## config.mk

```make
export PLATFORM = sky130hd
export DESIGN_NAME = tps_top
export DESIGN_NICKNAME = d
export VERILOG_FILES = /design/src/rtl/tps_pkg.sv /design/src/rtl/tps_div.sv /design/src/rtl/tps_isqrt.sv /design/src/rtl/tps_top.sv
export SDC_FILE = /design/constraint.sdc
export NUM_CORES = 2
export LEC_CHECK = 0
export ABC_AREA = 1
export BUFFER_PORTS_ARGS = -buffer_cell sky130_fd_sc_hd__buf_2
export CAP_MARGIN = 20
export CORE_UTILIZATION = 55
export CTS_CLUSTER_SIZE = 40
export DETAILED_ROUTE_END_ITERATION = 7
export PLACE_DENSITY = 0.74
export SETUP_SLACK_MARGIN = 0.15
export SLEW_MARGIN = 20
export SYNTH_ARGS = -nofsm -noshare
export SYNTH_HDL_FRONTEND = slang
export SYNTH_HIERARCHICAL = 1
export SYNTH_SLANG_ARGS = --single-unit
export TNS_END_PERCENT = 30
```

## constraint.sdc

```tcl
create_clock -name ref_clk_i -period 25.9 [get_ports ref_clk_i]
set_clock_uncertainty 0.05 [all_clocks]
set_input_delay 3.885 -clock ref_clk_i [delete_from_list [all_inputs] [get_ports ref_clk_i]]
set_output_delay 3.885 -clock ref_clk_i [all_outputs]
set_load 0.01 [all_outputs]
```

## src/rtl/tps_pkg.sv

```systemverilog
// Shared constants, types and register map of the trace power statistics block
package tps_pkg;

	////////////////////////////////////////////////////////////////////////////
	// Register word indices on the Avalon-MM slave
	localparam logic [3:0] REG_CTRL = 4'h0;
	localparam logic [3:0] REG_SWEEP_COUNT = 4'h1;
	localparam logic [3:0] REG_MARKER_TRACE = 4'h2;
	localparam logic [3:0] REG_LIMIT = 4'h3;
	localparam logic [3:0] REG_LINE1 = 4'h4;
	localparam logic [3:0] REG_LINE2 = 4'h5;
	localparam logic [3:0] REG_CMD = 4'h6;
	localparam logic [3:0] REG_STATUS = 4'h7;
	localparam logic [3:0] REG_POWER = 4'h8;
	localparam logic [3:0] REG_RESULT0 = 4'h9;

	////////////////////////////////////////////////////////////////////////////
	// Field positions
	localparam int CMD_SET_REF_BIT = 0;
	localparam int CMD_SINGLE_START_BIT = 1;
	localparam int LIM_ON_BIT = 0;
	localparam int LIM_LINE1_BIT = 1;
	localparam int LIM_LINE2_BIT = 2;
	localparam int STAT_PEAK = 0;
	localparam int STAT_RMS = 1;
	localparam int STAT_MEAN = 2;
	localparam int STAT_SDEV = 3;
	localparam int STAT_NUM = 4;

	////////////////////////////////////////////////////////////////////////////
	// Values after reset and counts
	localparam logic [10:0] CTRL_RST = 11'h020;
	localparam logic [14:0] SWEEP_COUNT_RST = 15'h0000;
	localparam logic [2:0] LIMIT_RST = 3'h0;
	localparam logic [15:0] AVG_ZERO_COUNT = 16'h000A;
	localparam logic [15:0] AVG_NONE_COUNT = 16'h0001;
	localparam logic [5:0] DIV_STEPS = 6'h30;
	localparam logic [4:0] SQRT_STEPS = 5'h10;

	////////////////////////////////////////////////////////////////////////////
	// Types
	typedef enum logic [2:0] {
		MEAS_NONE,
		MEAS_ZERO_SPAN_POWER,
		MEAS_CHAN_POWER,
		MEAS_OCC_BW,
		MEAS_CARRIER_NOISE,
		MEAS_SIGNAL_STATS,
		MEAS_MOD_DEPTH,
		MEAS_INTERCEPT
	} tps_meas_e;

	typedef struct packed {
		logic single_mode;
		logic relative_result_select;
		logic avg_en;
		logic hold_en;
		logic sdev_en;
		logic mean_en;
		logic rms_en;
		logic peak_en;
		tps_meas_e meas;
	} tps_ctrl_s;

	typedef struct packed {
		logic [15:0] level;
		logic [1:0] trace;
		logic [10:0] index;
		logic last;
	} tps_point_s;

endpackage

```

## src/rtl/tps_div.sv

```systemverilog
// Sequential restoring divider, 48-bit dividend by 16-bit divisor
module tps_div (
	input wire logic clk_i,
	input wire logic rst_n_i,
	input wire logic start_i,
	input wire logic [47:0] dividend_i,
	input wire logic [15:0] divisor_i,
	output logic [47:0] quot_o,
	output logic done_o
);

	logic [47:0] q_r;
	logic [15:0] d_r;
	logic [15:0] rem_r;
	logic [5:0] cnt_r;
	logic busy_r;
	logic done_r;
	logic [16:0] trial;
	logic [16:0] diff;

	always_comb begin
		trial = {rem_r, q_r[47]};
		diff = trial - {1'b0, d_r};
	end

	always_ff @(posedge clk_i or negedge rst_n_i) begin
		if (!rst_n_i) begin
			q_r <= '0;
			d_r <= '0;
			rem_r <= '0;
			cnt_r <= '0;
			busy_r <= 1'b0;
			done_r <= 1'b0;
		end else begin
			done_r <= busy_r && (cnt_r == 6'h01);
			if (start_i) begin
				q_r <= dividend_i;
				d_r <= divisor_i;
				rem_r <= '0;
				cnt_r <= tps_pkg::DIV_STEPS;
				busy_r <= 1'b1;
			end else if (busy_r) begin
				if (trial >= {1'b0, d_r}) begin
					rem_r <= diff[15:0];
					q_r <= {q_r[46:0], 1'b1};
				end else begin
					rem_r <= trial[15:0];
					q_r <= {q_r[46:0], 1'b0};
				end
				cnt_r <= cnt_r - 6'h01;
				if (cnt_r == 6'h01) begin
					busy_r <= 1'b0;
				end
			end
		end
	end

	assign quot_o = q_r;
	assign done_o = done_r;

endmodule

```

## src/rtl/tps_isqrt.sv

```systemverilog
// Sequential integer square root, 32-bit radicand to 16-bit root
module tps_isqrt (
	input wire logic clk_i,
	input wire logic rst_n_i,
	input wire logic start_i,
	input wire logic [31:0] rad_i,
	output logic [15:0] root_o,
	output logic done_o
);

	logic [31:0] rad_r;
	logic [15:0] root_r;
	logic [17:0] rem_r;
	logic [4:0] cnt_r;
	logic busy_r;
	logic done_r;
	logic [19:0] rem_t;
	logic [19:0] test;
	logic [19:0] diff;

	// Partial remainder reaches bit 17, so the shifted trial needs 20 bits
	always_comb begin
		rem_t = {rem_r, rad_r[31:30]};
		test = {2'b00, root_r, 2'b01};
		diff = rem_t - test;
	end

	always_ff @(posedge clk_i or negedge rst_n_i) begin
		if (!rst_n_i) begin
			rad_r <= '0;
			root_r <= '0;
			rem_r <= '0;
			cnt_r <= '0;
			busy_r <= 1'b0;
			done_r <= 1'b0;
		end else begin
			done_r <= busy_r && (cnt_r == 5'h01);
			if (start_i) begin
				rad_r <= rad_i;
				root_r <= '0;
				rem_r <= '0;
				cnt_r <= tps_pkg::SQRT_STEPS;
				busy_r <= 1'b1;
			end else if (busy_r) begin
				if (rem_t >= test) begin
					rem_r <= diff[17:0];
					root_r <= {root_r[14:0], 1'b1};
				end else begin
					rem_r <= rem_t[17:0];
					root_r <= {root_r[14:0], 1'b0};
				end
				rad_r <= {rad_r[29:0], 2'b00};
				cnt_r <= cnt_r - 5'h01;
				if (cnt_r == 5'h01) begin
					busy_r <= 1'b0;
				end
			end
		end
	end

	assign root_o = root_r;
	assign done_o = done_r;

endmodule

```

## src/rtl/tps_top.sv

```systemverilog
// Zero-span trace power statistics with Avalon-MM register slave
//
// Local design decisions: the address map and the Avalon-MM slave port.

// Function
// - Trace power is point sum over count
// - One measurement type active at once
// - Results refresh per sweep or average
// - Power measurement forces sample detector
// - Evaluate trace that marker one selects
// - Peak gives largest evaluated level
// - Rms gives root mean square level
// - Mean is linear average of voltages
// - Deviation about mean, forces mean on
// - Peak hold keeps largest value seen
// - Averaging across sweeps per count
// - Limit keeps only points between lines
// - Line one lower, line two upper
// - No line means full trace; off
// - Set reference captures mean and rms, each if enabled
// - Absolute default; relative to reference
// - Hold updates only at sweep end, higher
// - Re-enabling hold or average clears it
// - Single sweep stops at count
// - Continuous: running average, hold unbounded
// - Count zero averages ten values
// - Count one no averaging, else exact
module tps_top #(
	parameter logic [15:0] ZERO_DBM_LEVEL = 16'h0001
) (
	input wire logic ref_clk_i,
	input wire logic rst_n_i,
	input wire logic [3:0] avs_address_i,
	input wire logic avs_read_i,
	input wire logic avs_write_i,
	input wire logic [31:0] avs_writedata_i,
	input wire logic [3:0] avs_byteenable_i,
	output logic [31:0] avs_readdata_o,
	output logic avs_waitrequest_o,
	input wire logic pt_valid_i,
	input tps_pkg::tps_point_s pt_data_i,
	output logic detector_sample_o,
	output logic [7:0] meas_active_o,
	output logic sweep_enable_o,
	output logic result_valid_o
);

	typedef enum {
		ST_IDLE,
		ST_POWER,
		ST_MEAN,
		ST_RMS,
		ST_SDEV,
		ST_HOLD,
		ST_AVG,
		ST_REL,
		ST_DONE
	} tps_state_e;

	function automatic logic [31:0] be_merge(input logic [31:0] old, input logic [31:0] nw,
		input logic [3:0] be);
		logic [31:0] r;
		r = old;
		for (int b = 0; b < 4; b++) begin
			if (be[b]) begin
				r[b*8 +: 8] = nw[b*8 +: 8];
			end
		end
		return r;
	endfunction

	////////////////////////////////////////////////////////////////////////////
	// Reset release
	logic rst_s1_r;
	logic rst_s2_r;
	logic rst_n;

	always_ff @(posedge ref_clk_i or negedge rst_n_i) begin
		if (!rst_n_i) begin
			rst_s1_r <= 1'b0;
			rst_s2_r <= 1'b0;
		end else begin
			rst_s1_r <= 1'b1;
			rst_s2_r <= rst_s1_r;
		end
	end
	assign rst_n = rst_s2_r;

	////////////////////////////////////////////////////////////////////////////
	// Bus handshake: every access answers on its second cycle
	logic ack_r;
	logic wr_go;
	logic [31:0] rdata_r;

	assign avs_waitrequest_o = (avs_read_i | avs_write_i) & ~ack_r;
	assign wr_go = avs_write_i & ack_r;

	always_ff @(posedge ref_clk_i or negedge rst_n) begin
		if (!rst_n) begin
			ack_r <= 1'b0;
		end else begin
			ack_r <= (avs_read_i | avs_write_i) & ~ack_r;
		end
	end

	////////////////////////////////////////////////////////////////////////////
	// Control registers
	tps_pkg::tps_ctrl_s ctrl_r;
	tps_pkg::tps_ctrl_s ctrl_nxt;
	logic [31:0] ctrl_m;
	logic [14:0] count_r;
	logic [1:0] mtrace_r;
	logic [2:0] limit_r;
	logic [10:0] line1_r;
	logic [10:0] line2_r;
	logic wr_ctrl;
	logic hold_clr;
	logic avg_clr;
	logic set_ref;
	logic single_start;

	always_comb begin
		ctrl_m = be_merge({21'h0, ctrl_r}, avs_writedata_i, avs_byteenable_i);
		ctrl_nxt = tps_pkg::tps_ctrl_s'(ctrl_m[10:0]);
		if (ctrl_nxt.sdev_en) begin
			ctrl_nxt.mean_en = 1'b1;
		end
	end

	assign wr_ctrl = wr_go && (avs_address_i == tps_pkg::REG_CTRL);
	assign hold_clr = wr_ctrl & ctrl_nxt.hold_en & ~ctrl_r.hold_en;
	assign avg_clr = wr_ctrl & ctrl_nxt.avg_en & ~ctrl_r.avg_en;
	assign set_ref = wr_go && (avs_address_i == tps_pkg::REG_CMD) && avs_byteenable_i[0]
		&& avs_writedata_i[tps_pkg::CMD_SET_REF_BIT];
	assign single_start = wr_go && (avs_address_i == tps_pkg::REG_CMD) && avs_byteenable_i[0]
		&& avs_writedata_i[tps_pkg::CMD_SINGLE_START_BIT];

	always_ff @(posedge ref_clk_i or negedge rst_n) begin
		if (!rst_n) begin
			ctrl_r <= tps_pkg::tps_ctrl_s'(tps_pkg::CTRL_RST);
			count_r <= tps_pkg::SWEEP_COUNT_RST;
			mtrace_r <= '0;
			limit_r <= tps_pkg::LIMIT_RST;
			line1_r <= '0;
			line2_r <= '0;
		end else if (wr_go) begin
			case (avs_address_i)
				tps_pkg::REG_CTRL: ctrl_r <= ctrl_nxt;
				tps_pkg::REG_SWEEP_COUNT: count_r <= 15'(be_merge({17'h0, count_r},
					avs_writedata_i, avs_byteenable_i));
				tps_pkg::REG_MARKER_TRACE: mtrace_r <= 2'(be_merge({30'h0, mtrace_r},
					avs_writedata_i, avs_byteenable_i));
				tps_pkg::REG_LIMIT: limit_r <= 3'(be_merge({29'h0, limit_r}, avs_writedata_i,
					avs_byteenable_i));
				tps_pkg::REG_LINE1: line1_r <= 11'(be_merge({21'h0, line1_r}, avs_writedata_i,
					avs_byteenable_i));
				tps_pkg::REG_LINE2: line2_r <= 11'(be_merge({21'h0, line2_r}, avs_writedata_i,
					avs_byteenable_i));
				default: ;
			endcase
		end
	end

	////////////////////////////////////////////////////////////////////////////
	// Mode decode and sweep control
	logic tdp_on;
	logic [15:0] n_eff;
	logic run_r;
	logic [15:0] done_cnt_r;
	logic sweep_en;
	logic sweep_fin;
	logic [7:0] meas_act_r;
	logic det_r;
	tps_state_e state_r;

	assign tdp_on = (ctrl_r.meas == tps_pkg::MEAS_ZERO_SPAN_POWER);
	assign n_eff = (count_r == 15'h0000) ? tps_pkg::AVG_ZERO_COUNT : {1'b0, count_r};
	assign sweep_en = tdp_on & (~ctrl_r.single_mode | run_r);
	assign sweep_fin = (state_r == ST_DONE);

	always_ff @(posedge ref_clk_i or negedge rst_n) begin
		if (!rst_n) begin
			meas_act_r <= '0;
			det_r <= 1'b0;
		end else begin
			meas_act_r <= 8'(8'h01 << ctrl_r.meas);
			det_r <= tdp_on;
		end
	end

	always_ff @(posedge ref_clk_i or negedge rst_n) begin
		if (!rst_n) begin
			run_r <= 1'b0;
			done_cnt_r <= '0;
		end else begin
			if (single_start) begin
				done_cnt_r <= '0;
			end else if (sweep_fin && (done_cnt_r != 16'hFFFF)) begin
				done_cnt_r <= done_cnt_r + 16'h0001;
			end
			if (!tdp_on || !ctrl_r.single_mode) begin
				run_r <= 1'b0;
			end else if (single_start) begin
				run_r <= 1'b1;
			end else if (sweep_fin && (16'(done_cnt_r + 16'h0001) >= n_eff)) begin
				run_r <= 1'b0;
			end
		end
	end

	////////////////////////////////////////////////////////////////////////////
	// Point accumulation during a sweep
	logic in_win;
	logic take;
	logic [26:0] sum_v_r;
	logic [42:0] sum_p_r;
	logic [11:0] npts_r;
	logic [15:0] pk_acc_r;
	logic [26:0] sv_r;
	logic [42:0] sp_r;
	logic [15:0] n_r;
	logic [15:0] pk_r;

	always_comb begin
		in_win = 1'b1;
		if (limit_r[tps_pkg::LIM_ON_BIT]) begin
			if (limit_r[tps_pkg::LIM_LINE1_BIT] && (pt_data_i.index < line1_r)) begin
				in_win = 1'b0;
			end
			if (limit_r[tps_pkg::LIM_LINE2_BIT] && (pt_data_i.index > line2_r)) begin
				in_win = 1'b0;
			end
		end
	end

	assign take = pt_valid_i && (pt_data_i.trace == mtrace_r) && sweep_en && (state_r == ST_IDLE);

	always_ff @(posedge ref_clk_i or negedge rst_n) begin
		if (!rst_n) begin
			sum_v_r <= '0;
			sum_p_r <= '0;
			npts_r <= '0;
			pk_acc_r <= '0;
			sv_r <= '0;
			sp_r <= '0;
			n_r <= 16'h0001;
			pk_r <= '0;
		end else if (take && pt_data_i.last) begin
			sv_r <= sum_v_r + (in_win ? 27'(pt_data_i.level) : 27'h0);
			sp_r <= sum_p_r + (in_win ? 43'(pt_data_i.level * pt_data_i.level) : 43'h0);
			n_r <= {4'h0, npts_r} + (in_win ? 16'h0001 : 16'h0000);
			pk_r <= (in_win && (pt_data_i.level > pk_acc_r)) ? pt_data_i.level : pk_acc_r;
			sum_v_r <= '0;
			sum_p_r <= '0;
			npts_r <= '0;
			pk_acc_r <= '0;
		end else if (take && in_win) begin
			sum_v_r <= sum_v_r + 27'(pt_data_i.level);
			sum_p_r <= sum_p_r + 43'(pt_data_i.level * pt_data_i.level);
			npts_r <= npts_r + 12'h001;
			if (pt_data_i.level > pk_acc_r) begin
				pk_acc_r <= pt_data_i.level;
			end
		end else if (!sweep_en || (state_r != ST_IDLE)) begin
			sum_v_r <= '0;
			sum_p_r <= '0;
			npts_r <= '0;
			pk_acc_r <= '0;
		end
	end

	////////////////////////////////////////////////////////////////////////////
	// End-of-sweep evaluation
	logic issued_r;
	logic [1:0] sel_r;
	logic [15:0] cur_r [0:3];
	logic [15:0] hold_r [0:3];
	logic [15:0] avg_r [0:3];
	logic [15:0] abs_v [0:3];
	logic [31:0] res_r [0:3];
	logic [31:0] power_r;
	logic [15:0] avg_n_r;
	logic [15:0] ref_rms_r;
	logic [15:0] ref_mean_r;
	logic ref_rms_v_r;
	logic ref_mean_v_r;
	logic valid_r;
	logic [15:0] k;
	logic [15:0] diff;
	logic avg_direct;
	logic [15:0] ref_sel;
	logic [31:0] msq;
	logic stat_en [0:3];
	logic div_start;
	logic [47:0] div_a;
	logic [15:0] div_b;
	logic [47:0] div_q;
	logic div_done;
	logic sq_start;
	logic [31:0] sq_a;
	logic [15:0] sq_q;
	logic sq_done;

	genvar gi;
	generate
		for (gi = 0; gi < tps_pkg::STAT_NUM; gi++) begin : g_abs
			assign abs_v[gi] = ctrl_r.hold_en ? hold_r[gi] : ctrl_r.avg_en ? avg_r[gi] : cur_r[gi];
			always_ff @(posedge ref_clk_i or negedge rst_n) begin
				if (!rst_n) begin
					hold_r[gi] <= '0;
				end else if ((state_r == ST_HOLD) && ctrl_r.hold_en) begin
					hold_r[gi] <= (hold_clr || (cur_r[gi] > hold_r[gi])) ? cur_r[gi] : hold_r[gi];
				end else if (hold_clr) begin
					hold_r[gi] <= '0;
				end
			end
		end
	endgenerate

	assign stat_en[tps_pkg::STAT_PEAK] = ctrl_r.peak_en;
	assign stat_en[tps_pkg::STAT_RMS] = ctrl_r.rms_en;
	assign stat_en[tps_pkg::STAT_MEAN] = ctrl_r.mean_en;
	assign stat_en[tps_pkg::STAT_SDEV] = ctrl_r.sdev_en;

	always_comb begin
		msq = cur_r[tps_pkg::STAT_MEAN] * cur_r[tps_pkg::STAT_MEAN];
		k = (16'(avg_n_r + 16'h0001) >= n_eff) ? n_eff : 16'(avg_n_r + 16'h0001);
		diff = (cur_r[sel_r] > avg_r[sel_r]) ? 16'(cur_r[sel_r] - avg_r[sel_r])
			: 16'(avg_r[sel_r] - cur_r[sel_r]);
		avg_direct = (avg_n_r == 16'h0000) || (n_eff == tps_pkg::AVG_NONE_COUNT);
		if ((sel_r == 2'(tps_pkg::STAT_PEAK)) || (sel_r == 2'(tps_pkg::STAT_RMS))) begin
			ref_sel = ref_rms_v_r ? ref_rms_r : ZERO_DBM_LEVEL;
		end else begin
			ref_sel = ref_mean_v_r ? ref_mean_r : ZERO_DBM_LEVEL;
		end
		if (ref_sel == 16'h0000) begin
			ref_sel = 16'h0001;
		end
		div_a = '0;
		div_b = 16'h0001;
		sq_a = '0;
		case (state_r)
			ST_POWER: begin
				div_a = {5'h00, sp_r};
				div_b = (n_r == 16'h0000) ? 16'h0001 : n_r;
			end
			ST_MEAN: begin
				div_a = {21'h000000, sv_r};
				div_b = (n_r == 16'h0000) ? 16'h0001 : n_r;
			end
			ST_RMS: sq_a = power_r;
			ST_SDEV: sq_a = (power_r > msq) ? 32'(power_r - msq) : 32'h00000000;
			ST_AVG: begin
				div_a = {32'h00000000, diff};
				div_b = k;
			end
			ST_REL: begin
				div_a = {16'h0000, abs_v[sel_r], 16'h0000};
				div_b = ref_sel;
			end
			default: ;
		endcase
		div_start = ~issued_r && ((state_r == ST_POWER) || (state_r == ST_MEAN)
			|| ((state_r == ST_AVG) && !avg_direct)
			|| ((state_r == ST_REL) && ctrl_r.relative_result_select && stat_en[sel_r]));
		sq_start = ~issued_r && ((state_r == ST_RMS) || (state_r == ST_SDEV));
	end

	always_ff @(posedge ref_clk_i or negedge rst_n) begin
		if (!rst_n) begin
			state_r <= ST_IDLE;
			issued_r <= 1'b0;
			sel_r <= '0;
			power_r <= '0;
			avg_n_r <= '0;
			valid_r <= 1'b0;
			for (int i = 0; i < tps_pkg::STAT_NUM; i++) begin
				cur_r[i] <= '0;
				avg_r[i] <= '0;
				res_r[i] <= '0;
			end
		end else begin
			valid_r <= 1'b0;
			if (div_start || sq_start) begin
				issued_r <= 1'b1;
			end
			if (avg_clr) begin
				avg_n_r <= '0;
			end
			case (state_r)
				ST_IDLE: if (take && pt_data_i.last) begin
					state_r <= ST_POWER;
					cur_r[tps_pkg::STAT_PEAK] <= '0;
				end
				ST_POWER: if (div_done) begin
					power_r <= div_q[31:0];
					cur_r[tps_pkg::STAT_PEAK] <= pk_r;
					issued_r <= 1'b0;
					state_r <= ST_MEAN;
				end
				ST_MEAN: if (div_done) begin
					cur_r[tps_pkg::STAT_MEAN] <= div_q[15:0];
					issued_r <= 1'b0;
					state_r <= ST_RMS;
				end
				ST_RMS: if (sq_done) begin
					cur_r[tps_pkg::STAT_RMS] <= sq_q;
					issued_r <= 1'b0;
					state_r <= ST_SDEV;
				end
				ST_SDEV: if (sq_done) begin
					cur_r[tps_pkg::STAT_SDEV] <= sq_q;
					issued_r <= 1'b0;
					state_r <= ST_HOLD;
				end
				ST_HOLD: begin
					sel_r <= '0;
					state_r <= ctrl_r.avg_en ? ST_AVG : ST_REL;
				end
				ST_AVG: if (avg_direct || div_done) begin
					if (avg_direct) begin
						avg_r[sel_r] <= cur_r[sel_r];
					end else if (cur_r[sel_r] > avg_r[sel_r]) begin
						avg_r[sel_r] <= 16'(avg_r[sel_r] + div_q[15:0]);
					end else begin
						avg_r[sel_r] <= 16'(avg_r[sel_r] - div_q[15:0]);
					end
					issued_r <= 1'b0;
					sel_r <= 2'(sel_r + 2'h1);
					if (sel_r == 2'h3) begin
						state_r <= ST_REL;
						if (avg_clr) begin
							avg_n_r <= '0;
						end else if (avg_n_r < n_eff) begin
							avg_n_r <= avg_n_r + 16'h0001;
						end
					end
				end
				ST_REL: if (!div_start && (!issued_r || div_done)) begin
					if (!stat_en[sel_r]) begin
						res_r[sel_r] <= '0;
					end else if (ctrl_r.relative_result_select) begin
						res_r[sel_r] <= div_q[31:0];
					end else begin
						res_r[sel_r] <= {16'h0000, abs_v[sel_r]};
					end
					issued_r <= 1'b0;
					sel_r <= 2'(sel_r + 2'h1);
					if (sel_r == 2'h3) begin
						state_r <= ST_DONE;
					end
				end
				ST_DONE: begin
					valid_r <= 1'b1;
					state_r <= ST_IDLE;
				end
				default: state_r <= ST_IDLE;
			endcase
		end
	end

	always_ff @(posedge ref_clk_i or negedge rst_n) begin
		if (!rst_n) begin
			ref_rms_r <= '0;
			ref_mean_r <= '0;
			ref_rms_v_r <= 1'b0;
			ref_mean_v_r <= 1'b0;
		end else if (set_ref) begin
			if (ctrl_r.rms_en) begin
				ref_rms_r <= abs_v[tps_pkg::STAT_RMS];
				ref_rms_v_r <= 1'b1;
			end
			if (ctrl_r.mean_en) begin
				ref_mean_r <= abs_v[tps_pkg::STAT_MEAN];
				ref_mean_v_r <= 1'b1;
			end
		end
	end

	tps_div u_div (
		.clk_i(ref_clk_i),
		.rst_n_i(rst_n),
		.start_i(div_start),
		.dividend_i(div_a),
		.divisor_i(div_b),
		.quot_o(div_q),
		.done_o(div_done)
	);

	tps_isqrt u_isqrt (
		.clk_i(ref_clk_i),
		.rst_n_i(rst_n),
		.start_i(sq_start),
		.rad_i(sq_a),
		.root_o(sq_q),
		.done_o(sq_done)
	);

	////////////////////////////////////////////////////////////////////////////
	// Read data
	always_ff @(posedge ref_clk_i or negedge rst_n) begin
		if (!rst_n) begin
			rdata_r <= '0;
		end else if (avs_read_i && !ack_r) begin
			case (avs_address_i)
				tps_pkg::REG_CTRL: rdata_r <= {21'h000000, ctrl_r};
				tps_pkg::REG_SWEEP_COUNT: rdata_r <= {17'h00000, count_r};
				tps_pkg::REG_MARKER_TRACE: rdata_r <= {30'h00000000, mtrace_r};
				tps_pkg::REG_LIMIT: rdata_r <= {29'h00000000, limit_r};
				tps_pkg::REG_LINE1: rdata_r <= {21'h000000, line1_r};
				tps_pkg::REG_LINE2: rdata_r <= {21'h000000, line2_r};
				tps_pkg::REG_STATUS: rdata_r <= {done_cnt_r, 12'h000, (state_r != ST_IDLE),
					ref_rms_v_r, ref_mean_v_r, run_r};
				tps_pkg::REG_POWER: rdata_r <= power_r;
				4'h9: rdata_r <= res_r[0];
				4'hA: rdata_r <= res_r[1];
				4'hB: rdata_r <= res_r[2];
				4'hC: rdata_r <= res_r[3];
				default: rdata_r <= '0;
			endcase
		end
	end

	assign avs_readdata_o = rdata_r;
	assign detector_sample_o = det_r;
	assign meas_active_o = meas_act_r;
	assign sweep_enable_o = sweep_en;
	assign result_valid_o = valid_r;

endmodule

```

==> impl_metrics.env <==
export IMPL_synthTopCellsByArea="dfrtp_1 28%, nand2_1 15%, ha_1 9.6%, fa_1 8.4%, inv_1 8.3%"
export IMPL_io_buffer_count=99
export IMPL_crit_slowest_cell="xnor2_1"
export IMPL_power_leakage_nw=43.79
export IMPL_synthFlopType="dfrtp_1"
export IMPL_nets=11879
export IMPL_synth_top_area_share_pct=28.44
export IMPL_crit_path_start="pt_data_i[21]"
export IMPL_fin_cells=12845
export IMPL_finalSetupTns_ns=0
export IMPL_cpMostUsedCell="inv_1"
export IMPL_syn_inst=11028
export IMPL_grt_ovfl_total=0
export IMPL_initial_core_util_pct=55.42
export IMPL_ir_drop_v=0.0001783
export IMPL_fin_util_pct=59.18
export IMPL_final_common_cell="nand2_1"
export IMPL_post_route_worst_setup_slack_ns=14.47
export IMPL_htree_levels=3
export IMPL_grt_pass1_wl_mm=421.2
export IMPL_vias_per_cell=5.858
export IMPL_synth_cell_types=63
export IMPL_track_usage_pct=38.48
export IMPL_final_max_slew_violation_count=0
export IMPL_fin_area_sq_um=82580
export IMPL_synth_area_sq_um=77330
export IMPL_synthAdderAreaFrac_pct=18.00
export IMPL_antenna_left=0
export IMPL_synth_edf_count=0
export IMPL_avgSynthCellArea_sq_um=7.012
export IMPL_synth_top_family_by_area="simple AND/OR/NAND/NOR gates"
export IMPL_rrSetupSlack_ns=16.56
export IMPL_hp_class="flop to async pin"
export IMPL_crit_path_end="sum_p_r[33]$_DFFE_PN0P_"
export IMPL_tritoncts="yes"
export IMPL_wl_per_cell_um=21.41
export IMPL_worst_pin_slew_ns=1.190
export IMPL_synth_seq_cells=881
export IMPL_min_period_ns=11.43
export IMPL_relSlewSlack_pct=19.84
export IMPL_drc=0
export IMPL_fin_hold_ws_ns=0.2704
export IMPL_postCtsHoldBufs=0
export IMPL_cts_sinks=881
export IMPL_r2r_start="cur_r[23]$_DFFE_PN0P_"
export IMPL_yosys_area_top_type="dfrtp_1"
export IMPL_ioPinCount=119
export IMPL_final_fill_count=13239
export IMPL_synthSimpleGateAreaFrac_pct=27.04
export IMPL_synth_xor_area_share_pct=2.707
export IMPL_cts_resized=0
export IMPL_cts_path_max_buffers=3
export IMPL_cts_reportedPaths_clkPinSlew_ns=0.06
export IMPL_chipHeight_um=377.0
export IMPL_clk_latency_ns=0.76
export IMPL_cts_buffers_inserted=99
export IMPL_fmax_mhz=87.53
export IMPL_drt_iter0_drc=8119
export IMPL_worstSetupPathType="input port to flop"
export IMPL_ys_async_sr_fraction_pct=100.0
export IMPL_placed_cells=12661
export IMPL_hold_viol=0
export IMPL_critPathCaptureType="flop"
export IMPL_worst_ep_arrival_time_ns=11.95
export IMPL_cap_violations=0
export IMPL_syn2layout_area_growth_pct=6.791
export IMPL_synth_mux_area_share_pct=0.2184
export IMPL_ys_seq_area_share_pct=28.51
export IMPL_grt_pass1_vias=73423
export IMPL_synth_compound_area_share_pct=12.82
export IMPL_worst_setup_path_start_kind="input port"
export IMPL_ys_warn_count=6
export IMPL_fp_dieArea_sq_um=142100
export IMPL_timing_rr_end="u_isqrt/rad_r[30]$_DFFE_PN0P_"
export IMPL_die_w_um=377.0
export IMPL_rows=137
export IMPL_power_mw=10.33
export IMPL_post_cts_setup_buffer_count=0
export IMPL_powerDensity_nw_per_um2=125.0
export IMPL_firstDrtPassIters=7
export IMPL_place_area_sq_um=79190
export IMPL_fin_crit_sh_pct=44.11
export IMPL_r2r_cells=35
export IMPL_vias=75244
export IMPL_final_setup_viol_count=0
export IMPL_cts_root_buf="clkbuf_16"
export IMPL_routed_wirelength_mm=275.0
export IMPL_crit_fanout=19
export IMPL_core_area_sq_um=139500
export IMPL_final_cell_mix="3,153 x nand2_1, 1,705 x inv_1, 876 x dfrtp_1"
export IMPL_status="finished, final reports clean"
export IMPL_drive_gt1_share_pct=4.176
export IMPL_antenna_found_initial=6
export IMPL_cp_slowest_stage_delay_ns=0.64
export IMPL_rsz0062_at_grt="no"
export IMPL_dpl_worst_slack_ns=13.80
export IMPL_required_ns=26.43
export IMPL_grt_max_degree=170
export IMPL_hpwlAfterDp_mm=210.6
export IMPL_gp_congestion=1.020
[cells in the mapped netlist, drive strengths merged (20+ instances only)]
| master | n |
|---|---|
| nand2 | 3182 |
| inv | 1719 |
| dfrtp | 879 |
| nor2 | 812 |
| nand3 | 797 |
| o21ai | 755 |
| ha | 591 |
| a21oi | 483 |
| fa | 326 |
| clkbuf | 324 |
| xor2 | 152 |
| buf | 115 |
| nand4 | 115 |
| o22ai | 107 |
| xnor2 | 87 |
| o211ai | 82 |
| nor3 | 81 |
| o221ai | 51 |
| nand3b | 41 |
| o21bai | 37 |
| a221oi | 34 |
| a21o | 32 |
| a32oi | 30 |
| a22oi | 23 |
| nor4 | 20 |
| o21a | 20 |
[how the worst min path moves through the flow]
stage	start	to	slack, ns	cells after the start
finish	rst_n$_DFF_PN0_	avg_n_r[14]$_DFF_PN0_	0.27	0
CTS	rst_n$_DFF_PN0_	avg_n_r[14]$_DFF_PN0_	0.29	0
global placement	rst_s1_r$_DFF_PN0_	rst_n$_DFF_PN0_	0.29	0
detailed placement	rst_s1_r$_DFF_PN0_	rst_n$_DFF_PN0_	0.30	0
global route	rst_s1_r$_DFF_PN0_	rst_n$_DFF_PN0_	0.32	0
floorplan	rst_s1_r$_DFF_PN0_	rst_n$_DFF_PN0_	0.28	0
[critical path, delay by kind of cell]
| kind | cells | cell delay [ns] |
|---|---|---|
| AOI/OAI and AO/OA | 8 | 1.40 |
| adders and majority gates | 8 | 3.70 |
| and+or+nand+nor | 7 | 1.00 |
| buffers and inverters | 9 | 1.30 |
| xor gates and xnor gates | 1 | 0.64 |
[cell type report]
type | count | area [sq um] | share of cell area, %
Sequential cell | 881 | 22060 | 26.71
Timing Repair Buffer | 193 | 1234 | 1.494
Tap cell | 1876 | 2347 | 2.842
Antenna cell | 2 | 5.005 | 0.006061
Clock inverter | 37 | 533.0 | 0.6454
Inverter | 1725 | 6475 | 7.841
Multi-Input combinational cell | 7987 | 47100 | 57.04
Clock buffer | 144 | 2828 | 3.424
[routing by layer]
metal	vias up	track usage (%)	part of all wire (%)
li1	35003	-	-
met1	35839	47.47	38
met2	3514	61.95	45
met3	884	6.404	8.6
met4	4	25.87	7.8
met5	-	0	0.0087
[flip-flops by register name (all words and copies together) (netlist names), 18 cells and up]
name,cells
u_div/quot_o,48
sp_r,43
avg_r,64
sum_p_r,43
u_isqrt/rad_r,32
cur_r,64
hold_r,64
sum_v_r,27
avs_readdata_o,32
sv_r,27
power_r,32
res_r,128
u_isqrt/rem_r,18
[power breakdown]
group / switching [mW] / internal [mW] / total [mW]
sequential: 0.175 / 1.56 / 1.74
combinational: 4.99 / 2.13 / 7.12
clock: 0.634 / 0.834 / 1.47
[cell families (layout without fill, tap and decap cells)]
kind of cell             count (synthesis)  count (layout)
buffers and inverters                 2164            2099
AO/OA/AOI/OAI                         1727            1727
flip-flops                             881             881
XOR/XNOR                               239             239
adder cells (fa/ha/maj)                917             917
AND/OR/NAND/NOR                       5083            5083
other                                    2               8
multiplexers                            15              15
No activity file was read; power rests on OpenSTA's default activity.
